## src/logic/vphy_pkg.sv

```systemverilog
// package: register map, field positions, reset values and timing for the emulated phy
package vphy_pkg;
  // direct byte offsets of the eight registers
  localparam logic [11:0] OFF_CTRL = 12'h1c0;
  localparam logic [11:0] OFF_STATE = 12'h1c4;
  localparam logic [11:0] OFF_ID_HI = 12'h1c8;
  localparam logic [11:0] OFF_ID_LO = 12'h1cc;
  localparam logic [11:0] OFF_ADV = 12'h1d0;
  localparam logic [11:0] OFF_PARTNER = 12'h1d4;
  localparam logic [11:0] OFF_EXP = 12'h1d8;
  localparam logic [11:0] OFF_SPECIAL = 12'h1dc;
  // serial register indexes
  localparam logic [4:0] IDX_LAST_BASE = 5'h06;
  localparam logic [4:0] IDX_SPECIAL = 5'h1f;
  // control register fields
  localparam int CTRL_RESET = 15;
  localparam int CTRL_LOOPBACK = 14;
  localparam int CTRL_SPEED = 13;
  localparam int CTRL_AN_EN = 12;
  localparam int CTRL_PWR_DWN = 11;
  localparam int CTRL_ISOLATE = 10;
  localparam int CTRL_RESTART = 9;
  localparam int CTRL_DUPLEX = 8;
  localparam int CTRL_COL_TEST = 7;
  localparam logic [15:0] CTRL_RW_MASK = 16'h7d80;
  localparam logic [15:0] CTRL_RESET_VAL = 16'h1000;
  // status register: abilities, an able, an complete, extended; link up bit left clear
  localparam logic [15:0] STATE_BASE = 16'h7809;
  localparam int STATE_AN_DONE = 5;
  // advertisement: ability bits 8:5, pause bits 10 (sym) and 11 (asym), selector 1
  localparam int ADV_HD10 = 5;
  localparam int ADV_FD10 = 6;
  localparam int ADV_HD100 = 7;
  localparam int ADV_FD100 = 8;
  localparam int ADV_SYM = 10;
  localparam int ADV_ASYM = 11;
  localparam logic [15:0] ADV_RW_MASK = 16'h0de0;
  localparam logic [15:0] ADV_RESET_VAL = 16'h01e1;
  localparam logic [15:0] ADV_SELECTOR = 16'h0001;
  // expansion fields
  localparam int EXP_PAGE_RX = 1;
  localparam int EXP_LP_ABLE = 0;
  // special control/status: rw bits and current mode field
  localparam logic [15:0] SPECIAL_RW_MASK = 16'h00f0;
  localparam int SPEC_MODE_LSB = 2;
  // manual pause register fields (port 0)
  localparam int MFC_SELECT = 0;
  localparam int MFC_TX_EN = 1;
  localparam int MFC_RX_EN = 2;
  localparam int MFC_DUPLEX = 3;
  localparam int MFC_EFF_TX = 4;
  localparam int MFC_EFF_RX = 5;
  localparam int MFC_EFF_DUP = 6;
  // software reset time held by the chip reset bit
  localparam int CLK_MHZ = 100;
  localparam int RST_HOLD_US = 102;
  localparam int RST_HOLD_CYC = RST_HOLD_US * CLK_MHZ;
  // resolved mode codes
  typedef enum logic [1:0] {MODE_HD10, MODE_FD10, MODE_HD100, MODE_FD100} mode_type;
endpackage : vphy_pkg

```

## src/logic/vphy_neg_if.sv

```systemverilog
// interface: advertisement in, negotiation results out, between top and resolver
interface vphy_neg_if;
  logic [15:0] advert;
  logic an_en;
  logic force_speed;
  logic force_duplex;
  logic [15:0] partner;
  logic lp_able;
  logic [1:0] mode;
  modport top (output advert, output an_en, output force_speed, output force_duplex,
    input partner, input lp_able, input mode);
  modport resolver (input advert, input an_en, input force_speed, input force_duplex,
    output partner, output lp_able, output mode);
endinterface : vphy_neg_if

```

## src/logic/vphy_mgmt_regs.sv

```systemverilog
// emulated phy management register block with direct and serial access
// How it works
// - pause ability advertised from sym/asym bits of the advertisement register
// - emulated partner mirrors the advertised pause bits
// - manual pause settings apply when negotiation off or manual select set
// - manual pause register reads back duplex and pause now in effect
// - manual pause writes never touch advertisement pause bits
// - chip reset bit resets the phy and self-clears after 102 us
// - control bit 15 resets the phy and self-clears when done
// - every register reachable by direct offset and by serial index
// - serial access answered only when phy address equals the strap
// - serial registers are 16 bits wide
// - indexes 0..6 map to 1c0h..1d8h, index 31 to 1dch
// - negotiated mode is highest common ability, 100 full first
// - no common ability: partner not able, 100 half, one partner bit
// - partner advertises all four speed/duplex abilities when any ability is common
// - negotiation off forces speed and the mode field from control bits; duplex in effect comes from the manual register
module vphy_mgmt_regs #(
  parameter int HOLD_CYC = vphy_pkg::RST_HOLD_CYC, // chip reset bit hold time in cycles
  parameter logic [15:0] ID_HIGH = 16'h0000, // arbitrary identifier value
  parameter logic [15:0] ID_LOW = 16'h0000 // arbitrary identifier value
) (
  input wire logic core_clk_i, // 100 mhz system clock
  input wire logic rst_n_i, // asynchronous chip reset, active low
  input wire logic [4:0] phy_addr_strap_i, // strap phy address, pin
  input wire logic dir_wr_i, // direct write strobe
  input wire logic dir_rd_i, // direct read strobe
  input wire logic [11:0] dir_addr_i, // direct byte offset
  input wire logic [15:0] dir_wdata_i, // direct write data
  output logic [31:0] dir_rdata_o, // direct read data, registered
  input wire logic mii_req_i, // serial access request from host mgmt access register
  input wire logic mii_write_i, // 1 write, 0 read
  input wire logic [4:0] mii_phy_i, // serial phy address
  input wire logic [4:0] mii_index_i, // serial register index
  input wire logic [15:0] mii_wdata_i, // host mgmt data register contents
  output logic [15:0] mii_rdata_o, // serial read data, registered
  output logic mii_done_o, // serial access done pulse
  input wire logic chip_rst_set_i, // software sets the emulated phy reset bit
  output logic emulated_phy_reset_bit_o, // reset bit as seen in chip reset control
  input wire logic manual_wr_i, // write to the manual pause register
  input wire logic [3:0] manual_wdata_i, // {duplex, rx en, tx en, select}
  output logic [6:0] port0_manual_pause_reg_o, // manual settings plus effective ones
  output logic eff_tx_pause_o, // pause transmit in effect
  output logic eff_rx_pause_o, // pause receive in effect
  output logic eff_full_duplex_o, // duplex in effect
  output logic eff_speed100_o // speed in effect
);
  import vphy_pkg::*;

  initial begin
    if (HOLD_CYC < 1) $error("HOLD_CYC must be at least one cycle");
  end

  vphy_neg_if neg ();
  vphy_resolver u_resolver (.neg(neg));

  logic [1:0] rst_sync_reg;
  logic rst_n;
  logic [4:0] strap_s1_reg, strap_s2_reg, strap_reg;
  logic strap_taken_reg;
  logic [1:0] strap_wait_reg;
  logic an_en_prev_reg;
  logic [15:0] emulated_phy_control_reg, ctrl_next;
  logic [15:0] negotiation_advert_reg, adv_next;
  logic [15:0] special_ctrl_state_reg, spec_next;
  logic [15:0] partner_ability_reg;
  logic lp_able_reg, an_done_reg, page_rx_reg;
  logic [1:0] mode_reg;
  logic [3:0] manual_reg;
  logic [$clog2(HOLD_CYC+1)-1:0] hold_cnt_reg;
  logic chip_rst_reg;
  logic [31:0] dir_rdata_reg;
  logic [15:0] mii_rdata_reg;
  logic mii_done_reg;
  logic [6:0] manual_out_reg;
  logic [3:0] eff_reg;

  // reset release through two flops
  always_ff @(posedge core_clk_i or negedge rst_n_i) begin
    if (!rst_n_i) rst_sync_reg <= 2'b00;
    else rst_sync_reg <= {rst_sync_reg[0], 1'b1};
  end
  assign rst_n = rst_sync_reg[1];

  // strap synchronised, then caught once; waits until the pin value has crossed both flops
  always_ff @(posedge core_clk_i or negedge rst_n) begin
    if (!rst_n) begin
      strap_s1_reg <= 5'h00;
      strap_s2_reg <= 5'h00;
      strap_reg <= 5'h00;
      strap_taken_reg <= 1'b0;
      strap_wait_reg <= 2'b00;
    end else begin
      strap_s1_reg <= phy_addr_strap_i;
      strap_s2_reg <= strap_s1_reg;
      strap_wait_reg <= {strap_wait_reg[0], 1'b1};
      if (strap_wait_reg[1] && !strap_taken_reg) begin
        strap_reg <= strap_s2_reg;
        strap_taken_reg <= 1'b1;
      end
    end
  end

  // maps a serial index onto its direct offset; unmapped gives an invalid flag
  function automatic logic [12:0] index_to_offset(input logic [4:0] idx);
    if (idx <= IDX_LAST_BASE) return {1'b1, OFF_CTRL + {5'h00, idx, 2'b00}};
    else if (idx == IDX_SPECIAL) return {1'b1, OFF_SPECIAL};
    else return 13'h0000;
  endfunction : index_to_offset

  // 16-bit register image at a direct offset, zero for anything else
  function automatic logic [15:0] read_reg(input logic [11:0] off, input logic [15:0] ctl,
    input logic [15:0] sts, input logic [15:0] adv, input logic [15:0] lp,
    input logic [15:0] ex, input logic [15:0] sp);
    case (off)
      OFF_CTRL: return ctl;
      OFF_STATE: return sts;
      OFF_ID_HI: return ID_HIGH;
      OFF_ID_LO: return ID_LOW;
      OFF_ADV: return adv;
      OFF_PARTNER: return lp;
      OFF_EXP: return ex;
      OFF_SPECIAL: return sp;
      default: return 16'h0000;
    endcase
  endfunction : read_reg

  // serial access decode: address match and index mapping
  wire addr_hit = mii_req_i && (mii_phy_i == strap_reg);
  wire [12:0] mapped = index_to_offset(mii_index_i);
  wire ser_valid = addr_hit && mapped[12];
  wire ser_wr = ser_valid && mii_write_i;
  // one write port: direct write has priority over a serial write in the same cycle
  wire wr_any = dir_wr_i || ser_wr;
  wire [11:0] wr_off = dir_wr_i ? dir_addr_i : mapped[11:0];
  wire [15:0] wr_data = dir_wr_i ? dir_wdata_i : mii_wdata_i;

  wire [15:0] state_val = STATE_BASE | (16'(an_done_reg) << STATE_AN_DONE);
  wire [15:0] exp_val = (16'(page_rx_reg) << EXP_PAGE_RX) | (16'(lp_able_reg) << EXP_LP_ABLE);
  wire [15:0] spec_val = special_ctrl_state_reg | (16'(mode_reg) << SPEC_MODE_LSB);

  // phy soft reset from either software bit; it restores register defaults
  wire ctrl_rst_req = wr_any && (wr_off == OFF_CTRL) && wr_data[CTRL_RESET];
  wire phy_rst = ctrl_rst_req || chip_rst_reg;
  wire restart_req = wr_any && (wr_off == OFF_CTRL) && wr_data[CTRL_RESTART];
  // negotiation reruns after reset, restart, or when turned on
  wire an_turned_on = emulated_phy_control_reg[CTRL_AN_EN] && !an_en_prev_reg;
  wire renegotiate = phy_rst || restart_req || !an_done_reg || an_turned_on;

  // previous negotiation enable, so a forced mode does not linger once it is back on
  always_ff @(posedge core_clk_i or negedge rst_n) begin
    if (!rst_n) an_en_prev_reg <= 1'b1;
    else an_en_prev_reg <= emulated_phy_control_reg[CTRL_AN_EN];
  end

  // next register values; reserved and read-only bits keep constants
  always_comb begin
    ctrl_next = emulated_phy_control_reg;
    adv_next = negotiation_advert_reg;
    spec_next = special_ctrl_state_reg;
    if (wr_any && wr_off == OFF_CTRL) ctrl_next = wr_data & CTRL_RW_MASK;
    if (wr_any && wr_off == OFF_ADV) adv_next = (wr_data & ADV_RW_MASK) | ADV_SELECTOR;
    if (wr_any && wr_off == OFF_SPECIAL) spec_next = wr_data & SPECIAL_RW_MASK;
    if (phy_rst) begin
      // reset bit reads 0 once the one-cycle reset is done
      ctrl_next = CTRL_RESET_VAL;
      adv_next = ADV_RESET_VAL;
      spec_next = 16'h0000;
    end
  end

  // register file; manual pause writes reach no advertisement bit
  always_ff @(posedge core_clk_i or negedge rst_n) begin
    if (!rst_n) begin
      emulated_phy_control_reg <= CTRL_RESET_VAL;
      negotiation_advert_reg <= ADV_RESET_VAL;
      special_ctrl_state_reg <= 16'h0000;
    end else begin
      emulated_phy_control_reg <= ctrl_next;
      negotiation_advert_reg <= adv_next;
      special_ctrl_state_reg <= spec_next;
    end
  end

  assign neg.advert = negotiation_advert_reg;
  assign neg.an_en = emulated_phy_control_reg[CTRL_AN_EN];
  assign neg.force_speed = emulated_phy_control_reg[CTRL_SPEED];
  assign neg.force_duplex = emulated_phy_control_reg[CTRL_DUPLEX];

  // negotiation result latched; advert changes reach it only on rerun, while pause in effect reads the live pause bits
  always_ff @(posedge core_clk_i or negedge rst_n) begin
    if (!rst_n) begin
      partner_ability_reg <= 16'h0000;
      lp_able_reg <= 1'b0;
      an_done_reg <= 1'b0;
      page_rx_reg <= 1'b0;
      mode_reg <= 2'b00;
    end else if (renegotiate) begin
      an_done_reg <= !phy_rst;
      page_rx_reg <= !phy_rst;
      partner_ability_reg <= neg.partner;
      lp_able_reg <= neg.lp_able;
      mode_reg <= neg.mode;
    end else if (!neg.an_en) begin
      mode_reg <= neg.mode;
    end
  end

  // chip reset bit: set by software, cleared after the hold count
  always_ff @(posedge core_clk_i or negedge rst_n) begin
    if (!rst_n) begin
      chip_rst_reg <= 1'b0;
      hold_cnt_reg <= '0;
    end else if (chip_rst_set_i && !chip_rst_reg) begin
      chip_rst_reg <= 1'b1;
      hold_cnt_reg <= '0;
    end else if (chip_rst_reg) begin
      hold_cnt_reg <= hold_cnt_reg + 1'b1;
      if (hold_cnt_reg == ($bits(hold_cnt_reg))'(HOLD_CYC - 1)) chip_rst_reg <= 1'b0;
    end
  end

  // manual pause register; held settings survive phy resets
  always_ff @(posedge core_clk_i or negedge rst_n) begin
    if (!rst_n) manual_reg <= 4'h0;
    else if (manual_wr_i) manual_reg <= manual_wdata_i;
  end

  // effective duplex/pause: manual when negotiation off or select set, else resolved
  wire manual_on = !emulated_phy_control_reg[CTRL_AN_EN] || manual_reg[MFC_SELECT];
  wire neg_full = mode_reg[0];
  wire adv_sym = negotiation_advert_reg[ADV_SYM];
  wire adv_asym = negotiation_advert_reg[ADV_ASYM];
  // partner mirrors us, so symmetric pause gives both ways, asym alone gives tx only
  wire an_tx = neg_full && (adv_sym || adv_asym);
  wire an_rx = neg_full && adv_sym;
  wire eff_tx = manual_on ? manual_reg[MFC_TX_EN] : an_tx;
  wire eff_rx = manual_on ? manual_reg[MFC_RX_EN] : an_rx;
  wire eff_dup = manual_on ? manual_reg[MFC_DUPLEX] : neg_full;
  wire [15:0] rd_dir = read_reg(dir_addr_i, emulated_phy_control_reg, state_val,
    negotiation_advert_reg, partner_ability_reg, exp_val, spec_val);
  wire [15:0] rd_ser = read_reg(mapped[11:0], emulated_phy_control_reg, state_val,
    negotiation_advert_reg, partner_ability_reg, exp_val, spec_val);

  // registered answers and effective outputs
  always_ff @(posedge core_clk_i or negedge rst_n) begin
    if (!rst_n) begin
      dir_rdata_reg <= 32'h0000_0000;
      mii_rdata_reg <= 16'h0000;
      mii_done_reg <= 1'b0;
      manual_out_reg <= 7'h00;
      eff_reg <= 4'h0;
    end else begin
      if (dir_rd_i) dir_rdata_reg <= {16'h0000, rd_dir};
      if (addr_hit && !mii_write_i) mii_rdata_reg <= ser_valid ? rd_ser : 16'h0000;
      mii_done_reg <= addr_hit;
      manual_out_reg <= {eff_dup, eff_rx, eff_tx, manual_reg};
      eff_reg <= {mode_reg[1], eff_dup, eff_rx, eff_tx};
    end
  end

  assign dir_rdata_o = dir_rdata_reg;
  assign mii_rdata_o = mii_rdata_reg;
  assign mii_done_o = mii_done_reg;
  assign emulated_phy_reset_bit_o = chip_rst_reg;
  assign port0_manual_pause_reg_o = manual_out_reg;
  assign eff_tx_pause_o = eff_reg[0];
  assign eff_rx_pause_o = eff_reg[1];
  assign eff_full_duplex_o = eff_reg[2];
  assign eff_speed100_o = eff_reg[3];
endmodule : vphy_mgmt_regs

```

## src/logic/vphy_resolver.sv

```systemverilog
// resolver: emulated negotiation outcome and mirrored link partner abilities
module vphy_resolver (
  vphy_neg_if.resolver neg // advertisement in, result out
);
  import vphy_pkg::*;
  wire [3:0] common;
  wire [15:0] pause_mirror;
  wire [15:0] hcd_mode;
  wire no_common;
  assign common = {neg.advert[ADV_FD100], neg.advert[ADV_HD100],
    neg.advert[ADV_FD10], neg.advert[ADV_HD10]};
  assign no_common = (common == 4'h0);
  // partner mirrors the pause bits so the requested pause is accepted on any full-duplex result
  assign pause_mirror = ((16'h0001 << ADV_SYM) & neg.advert) |
    ((16'h0001 << ADV_ASYM) & neg.advert);
  // all four abilities normally; a single 100 half bit on parallel detect
  assign neg.partner = pause_mirror | ADV_SELECTOR | (no_common ? (16'h0001 << ADV_HD100) :
    ((16'h0001 << ADV_FD100) | (16'h0001 << ADV_HD100) |
     (16'h0001 << ADV_FD10) | (16'h0001 << ADV_HD10)));
  assign neg.lp_able = ~no_common;
  // highest common denominator with fixed priority
  assign hcd_mode = common[3] ? 16'(MODE_FD100) : common[2] ? 16'(MODE_HD100) :
    common[1] ? 16'(MODE_FD10) : common[0] ? 16'(MODE_HD10) : 16'(MODE_HD100);
  // forced speed and duplex only when negotiation is off
  assign neg.mode = neg.an_en ? hcd_mode[1:0] :
    {neg.force_speed, neg.force_duplex};
endmodule : vphy_resolver

```

## config.mk

```make
export PLATFORM = sky130hd
export DESIGN_NAME = vphy_mgmt_regs
export DESIGN_NICKNAME = d
export VERILOG_FILES = /design/src/logic/vphy_pkg.sv /design/src/logic/vphy_neg_if.sv /design/src/logic/vphy_mgmt_regs.sv /design/src/logic/vphy_resolver.sv
export SDC_FILE = /design/constraint.sdc
export NUM_CORES = 1
export LEC_CHECK = 0
export ABC_AREA = 1
export BUFFER_PORTS_ARGS = -buffer_cell sky130_fd_sc_hd__buf_2
export CORE_AREA = 8 8 137 139
export CTS_CLUSTER_DIAMETER = 120
export DETAILED_ROUTE_END_ITERATION = 12
export DIE_AREA = 0 0 145 147
export GPL_ROUTABILITY_DRIVEN = 0
export PLACE_DENSITY_LB_ADDON = 0.25
export SLEW_MARGIN = 20
export SYNTH_ARGS = -nofsm -noshare
export SYNTH_HDL_FRONTEND = slang
export SYNTH_SLANG_ARGS = --single-unit
```

## constraint.sdc

```tcl
create_clock -name core_clk_i -period 3.35 [get_ports core_clk_i]
set_input_delay 0.67 -clock core_clk_i [delete_from_list [all_inputs] [get_ports core_clk_i]]
set_output_delay 0.67 -clock core_clk_i [all_outputs]
set_load 0.02 [all_outputs]
```

# Yosys cells after proc, flatten, opt, wreduce, memory -nomap -nowiden
# Index checks and enable logic that the tools add are counted.
[op_classes]
n_addsub = 2
magnitude_cmp = 1
eq_ne = 19
n_mux = 29
n_bitwise = 5
n_reduce_logical = 33
[ops]
columns = ["operator", "count"]
rows = [
  ["16-bit one-hot mux with 6 select lines", 2],
  ["12-bit by 9-bit == test with 1-bit output (second input constant)", 15],
  ["16-bit 2-to-1 mux", 8],
  ["14-bit 2-to-1 mux", 2],
  ["13-bit 2-to-1 mux", 2],
  ["16-bit OR", 1],
  ["16-bit by 4-bit OR with 16-bit output", 1],
  ["14-bit by 1-bit adder with 14-bit output (second input constant)", 1],
  ["14-bit == test (second input constant)", 1],
  ["1-bit logical AND", 14],
  ["2-bit 2-to-1 mux", 7],
  ["12-bit 2-to-1 mux", 1],
  ["11-bit by 12-bit OR with 12-bit output", 1],
  ["9-bit by 7-bit adder with 10-bit output (first input constant)", 1],
  ["9-bit 2-to-1 mux", 1],
  ["2-bit nonzero test", 4],
  ["1-bit logical NOT", 7],
  ["1-bit logical OR", 7],
  ["1-bit 2-to-1 mux", 6],
  ["5-bit == test", 1],
  ["5-bit == test (second input constant)", 1],
  ["5-bit by 3-bit less-or-equal comparator with 1-bit output (second input constant)", 1],
  ["4-bit logical NOT", 1],
  ["2-bit by 1-bit inequality test with 1-bit output (second input constant)", 1],
  ["2 further kinds", 2],
]
[totals]
register_bits = 152
inputBits = 71
out_inout_bits = 61
word_cells = 111

# Longest topological paths before layout
[logic_depth]
ltp_word = 13
mapped_depth = 15
depth_no_buf = 14

# Hierarchy
# From an unflattened synthesis, not the netlist that was laid out.
[unflattened]
hier_cells = 720
area_unflattened_um2 = 5973.2
[modules_own_cells]
columns = ["mod", "n_inst", "cells_each", "area_per_inst_um2", "seq_area_each_um2"]
rows = [
  ["vphy_mgmt_regs", 1, 687, 5784.3, 2960.3],
  ["vphy_resolver", 1, 33, 188.9, 0.0],
]

# Least setup slack after synthesis
# OpenSTA, ideal clock, no wires.
[synth_timing]
path_type = "input to register"
from = "input port mii_index_i[2]"
to = "register negotiation_advert_reg[11], in the netlist neg.advert[11]"
setup_time_ps = 127
arrival_time_ps = 1878
required_ps = 3223
slack_ps = 1345
cell_stages = 12
n_path_buf = 2
cell_sequence = "buf_4 nand3_1 nand2_1 nand2_4 nand2_2 o21ai_4 nand4_2 nand2_4 inv_2 buf_6 nand2_2 o21ai_1"
[synth_via]
elab_chain_len = 10
elab_cells_between_ends = 17
cone_classes = "add/sub (1); order compare (1); eq/ne (3); mux (4); reduce/logical (8)"
[synth_lines]
columns = ["item", "line", "rtl"]
rows = [
  ["start, declared", "vphy_mgmt_regs.sv:34", "input wire logic [4:0] mii_index_i,"],
  ["branches (longest 2 deep; another with 9-bit by 7-bit adder with 10-bit output)", "-", ""],
  ["13-bit 2-to-1 mux *", "vphy_mgmt_regs.sv:106", "if (idx <= IDX_LAST_BASE) return {1'b1, OFF_CTRL + {5'h00, idx, 2'b00}};"],
  ["branches (longest 7 deep; another with 16-bit 2-to-1 mux)", "-", ""],
  ["end signal, assigned", "vphy_mgmt_regs.sv:180", "negotiation_advert_reg <= adv_next;"],
  ["end, declared", "vphy_mgmt_regs.sv:64", "logic [15:0] negotiation_advert_reg, adv_next;"],
]
# Mark *: on every way between the ends.
# A chain may end at the register's enable or synchronous reset.

# Worst setup path after layout
[layout_timing]
from = "input port dir_addr_i[9]"
to = "register dir_rdata_reg[5], in the netlist dir_rdata_o[5]"
[layout_via]
elab_chain_len = 2
elab_cells_between_ends = 7
cone_classes = "eq/ne (6); mux (1)"
[layout_lines]
columns = ["item", "line", "rtl"]
rows = [
  ["start, declared", "vphy_mgmt_regs.sv:28", "input wire logic [11:0] dir_addr_i,"],
  ["12-bit by 9-bit == test with 1-bit output", "vphy_mgmt_regs.sv:115", "case (off)"],
  ["16-bit one-hot mux with 6 select lines *", "vphy_mgmt_regs.sv:115", ""],
  ["end signal, assigned", "vphy_mgmt_regs.sv:254", "if (dir_rd_i) dir_rdata_reg <= {16'h0000, rd_dir};"],
  ["end, declared", "vphy_mgmt_regs.sv:72", "logic [31:0] dir_rdata_reg;"],
]
# Every way passes the cells marked *; elsewhere a longest branch is shown, timed or not.

==> run metrics <==
Crit Path Class input port to flip-flop; status finished, final reports clean; PostCTS Resize Cnt 0; critical path, cell by cell buf_2, inv_1, nand2_1, nor2_1, inv_1, nor2_4, inv_1, nor3_1, nand2_1, o2111ai_1, nand2_1, nand2_1; layout cells sized above 1 0.224; WL final roughly 13000 µm; global route overflow 0; port buffer count 103; largest net degree at the start of global routing between 40 and 50; Pleak 0.00301 µW; drt initial violations roughly 270; worst hold-check path type input port to asynchronous set/reset pin; Synth Cell Area ~5000 µm²; post-synthesis cell count a little under 600; die width ~150 µm; # diodes 0; layout overhead on the synthesized area 19.7%; pwr dens 467 nW/µm²; Worst Max-Slew Pin Slew around 0.6 ns; Layout Skew just over 0.008 ns; crit start category input port; H-tree lvl count 3; cts hold-fix bufs 0; Placement Cell Area approximately 5600 µm²; Setup violations, final 0; final non-filler cell area just under 6000 µm²; 1st-pass router iterations 4; die area between 20000 and 25000 µm²; CP delay by family, top simple AND/OR/NAND/NOR gates; initial antenna violation count 0; GRT Util Overall 0.125; clock root buffer clkbuf_16; drt wl/cell 14.0 µm; vias per std cell between 4 and 5; postcts setup bufs 0; CTS tree yes; Worst R2R Setup Slack between 1 and 1.5 ns; global-route wire length before repair between 20000 and 25000 µm; vias in the first global route slightly above 4k; WP data required approximately 3.6 ns; CP Max Fanout 6; worst skew pair latency 0.35 ns; clock period minus worst slack ~2.0 ns; Yosys reg bits around 100; Vias around 4.0k; Fin Setup TNS 0 ns; library cells used by synthesis 42; slowest stage delay, CP between 0.4 and 0.5 ns; post-DP HPWL 10300 µm; Worst slew margin 0.600; Clock Sinks just over 100; CP arrival approximately 2.3 ns; Final Max Tran Viols 0; Critical path buffers and inverters 4; share of the yosys chip area belonging to registers 0.517; CTS max path bufs 2; Max Clk Rate slightly below 500 MHz; RSZ-0062 raised after global routing no; maximum vdd drop 0.329 mV; number of I/O pins around 130; cell mode on critical path nand2_1; Slowest-stage cell, CP nor3_1; max_cap viols 0; Rows 48; core area 16800 µm²; Avg Cell Area, Syn a little over 8 µm²; final worst-path cycle share 0.611; Syn. warnings 0; CP endpoint kind flip-flop; Num CTS Buffers 9; Die Y between 100 and 150 µm; drt drc 0; clk slew on worst S/H paths ~0.070 ns; effective utilization at floorplan 0.293; final net count slightly below 800; endpoints failing hold 0; Post-DRT Antenna Nets 0
-- area by class of cell --
class / instances / area, µm²
Inverter: 72 / 270
Multi-Input combinational cell: 406 / 1960
Clock inverter: 6 / 46.3
Fill cell: 1757 / 10900
Sequential cell: 101 / 2540
Timing Repair Buffer: 107 / 546
Clock buffer: 10 / 229
Tap cell: 225 / 282
-- worst register-to-register path, delay by kind of cell, from the launching register on --
| kind | cells | cell delay, ns |
|---|---|---|
| AND/OR/NAND/NOR | 7 | 0.67 |
| buffers and inverters | 3 | 0.47 |
| flip-flops | 1 | 0.40 |
| AO/OA/AOI/OAI | 2 | 0.38 |
-- synth_stat cells (all sizes together) --
master | instances | area (µm²)
a31oi | 2 | 12.5
ha | 1 | 12.5
mux2 | 3 | 33.8
nand3 | 27 | 140
o221ai | 1 | 8.76
o21ai | 59 | 310
nor3 | 7 | 40.0
a22o | 5 | 43.8
o22ai | 4 | 25.0
mux2i | 2 | 20.0
nor2 | 48 | 213
o2111ai | 3 | 26.3
dfrtp | 95 | 2380
a221oi | 2 | 17.5
a22oi | 1 | 7.51
a21oi | 21 | 105
dfstp | 6 | 158
o31ai | 3 | 36.3
inv | 72 | 270
conb | 2 | 7.51
clkbuf | 4 | 15.0
o211ai | 2 | 15.0
buf | 27 | 201
nand4 | 8 | 62.6
a32oi | 1 | 8.76
nand3b | 1 | 7.51
nand2 | 180 | 711
nor4 | 3 | 18.8
-- worst paths after layout --
path                                 startpoint               to  cells past startpoint
worst max-delay path              dir_addr_i[9]   dir_rdata_o[5]                     12
worst min-delay path                    rst_n_i  rst_sync_reg[1]                      1
worst max register to register     strap_reg[2]  mii_rdata_o[11]                     12
worst min register to register  rst_sync_reg[1]  strap_s2_reg[3]                      0
max in group asynchronous       rst_sync_reg[1]    neg.advert[6]                      1
min in group core_clk_i         strap_s1_reg[1]  strap_s2_reg[1]                      0
-- cell usage in the layout, fill, tap and decap left out, drive strengths merged, types with 2 or more instances in the layout --
cell type and count:
nand2 180, buf 107, dfrtp 95, inv 74, o21ai 59, nor2 48, nand3 27, conb 22
a21oi 21, clkbuf 10, nand4 8, nor3 7, dfstp 6, a22o 5, o22ai 4, mux2 3
nor4 3, o2111ai 3, o31ai 3, a31oi 2, mux2i 2, a221oi 2, o211ai 2, clkinvlp 2
clkinv 2
-- report_power, final --
part,switching [µW],total [µW],internal [µW]
logic,234,369,135
clock network,466,975,509
registers,75.2,1400,1320
-- per-layer routing --
| metal | GRT usage | wire (µm) | up-vias | part of all wire |
|---|---|---|---|---|
| met5 | 0 | 0 | - | 0 |
| met4 | 0.0547 | 297 | 0 | 0.023 |
| met3 | 0.0286 | 520 | 16 | 0.040 |
| met2 | 0.203 | 6100 | 97 | 0.47 |
| met1 | 0.156 | 6010 | 1848 | 0.46 |
| li1 | - | - | 2088 | - |
-- logic make-up after synthesis --
group	synth area share
AOI/OAI and AO/OA	0.126
adders and majority gates	0.00255
buffers and inverters	0.0992
DFF	0.517
muxes	0.0110
other	0.00153
and+or+nand+nor	0.243
-- stage by stage --
step	std cells	power, µW	utilization	setup slack [ns]	hold WS [ns]
global placement	911	1790	0.334	0.941	0.332
CTS	927	2770	0.350	1.26	0.0738
floorplan	610	1690	-	0.339	0.331
finish	927	2740	0.350	1.30	0.0866
global route	927	2890	0.350	1.04	0.0728
detailed placement	911	1790	0.334	0.898	0.335
Power figures use the tool's default switching activity.
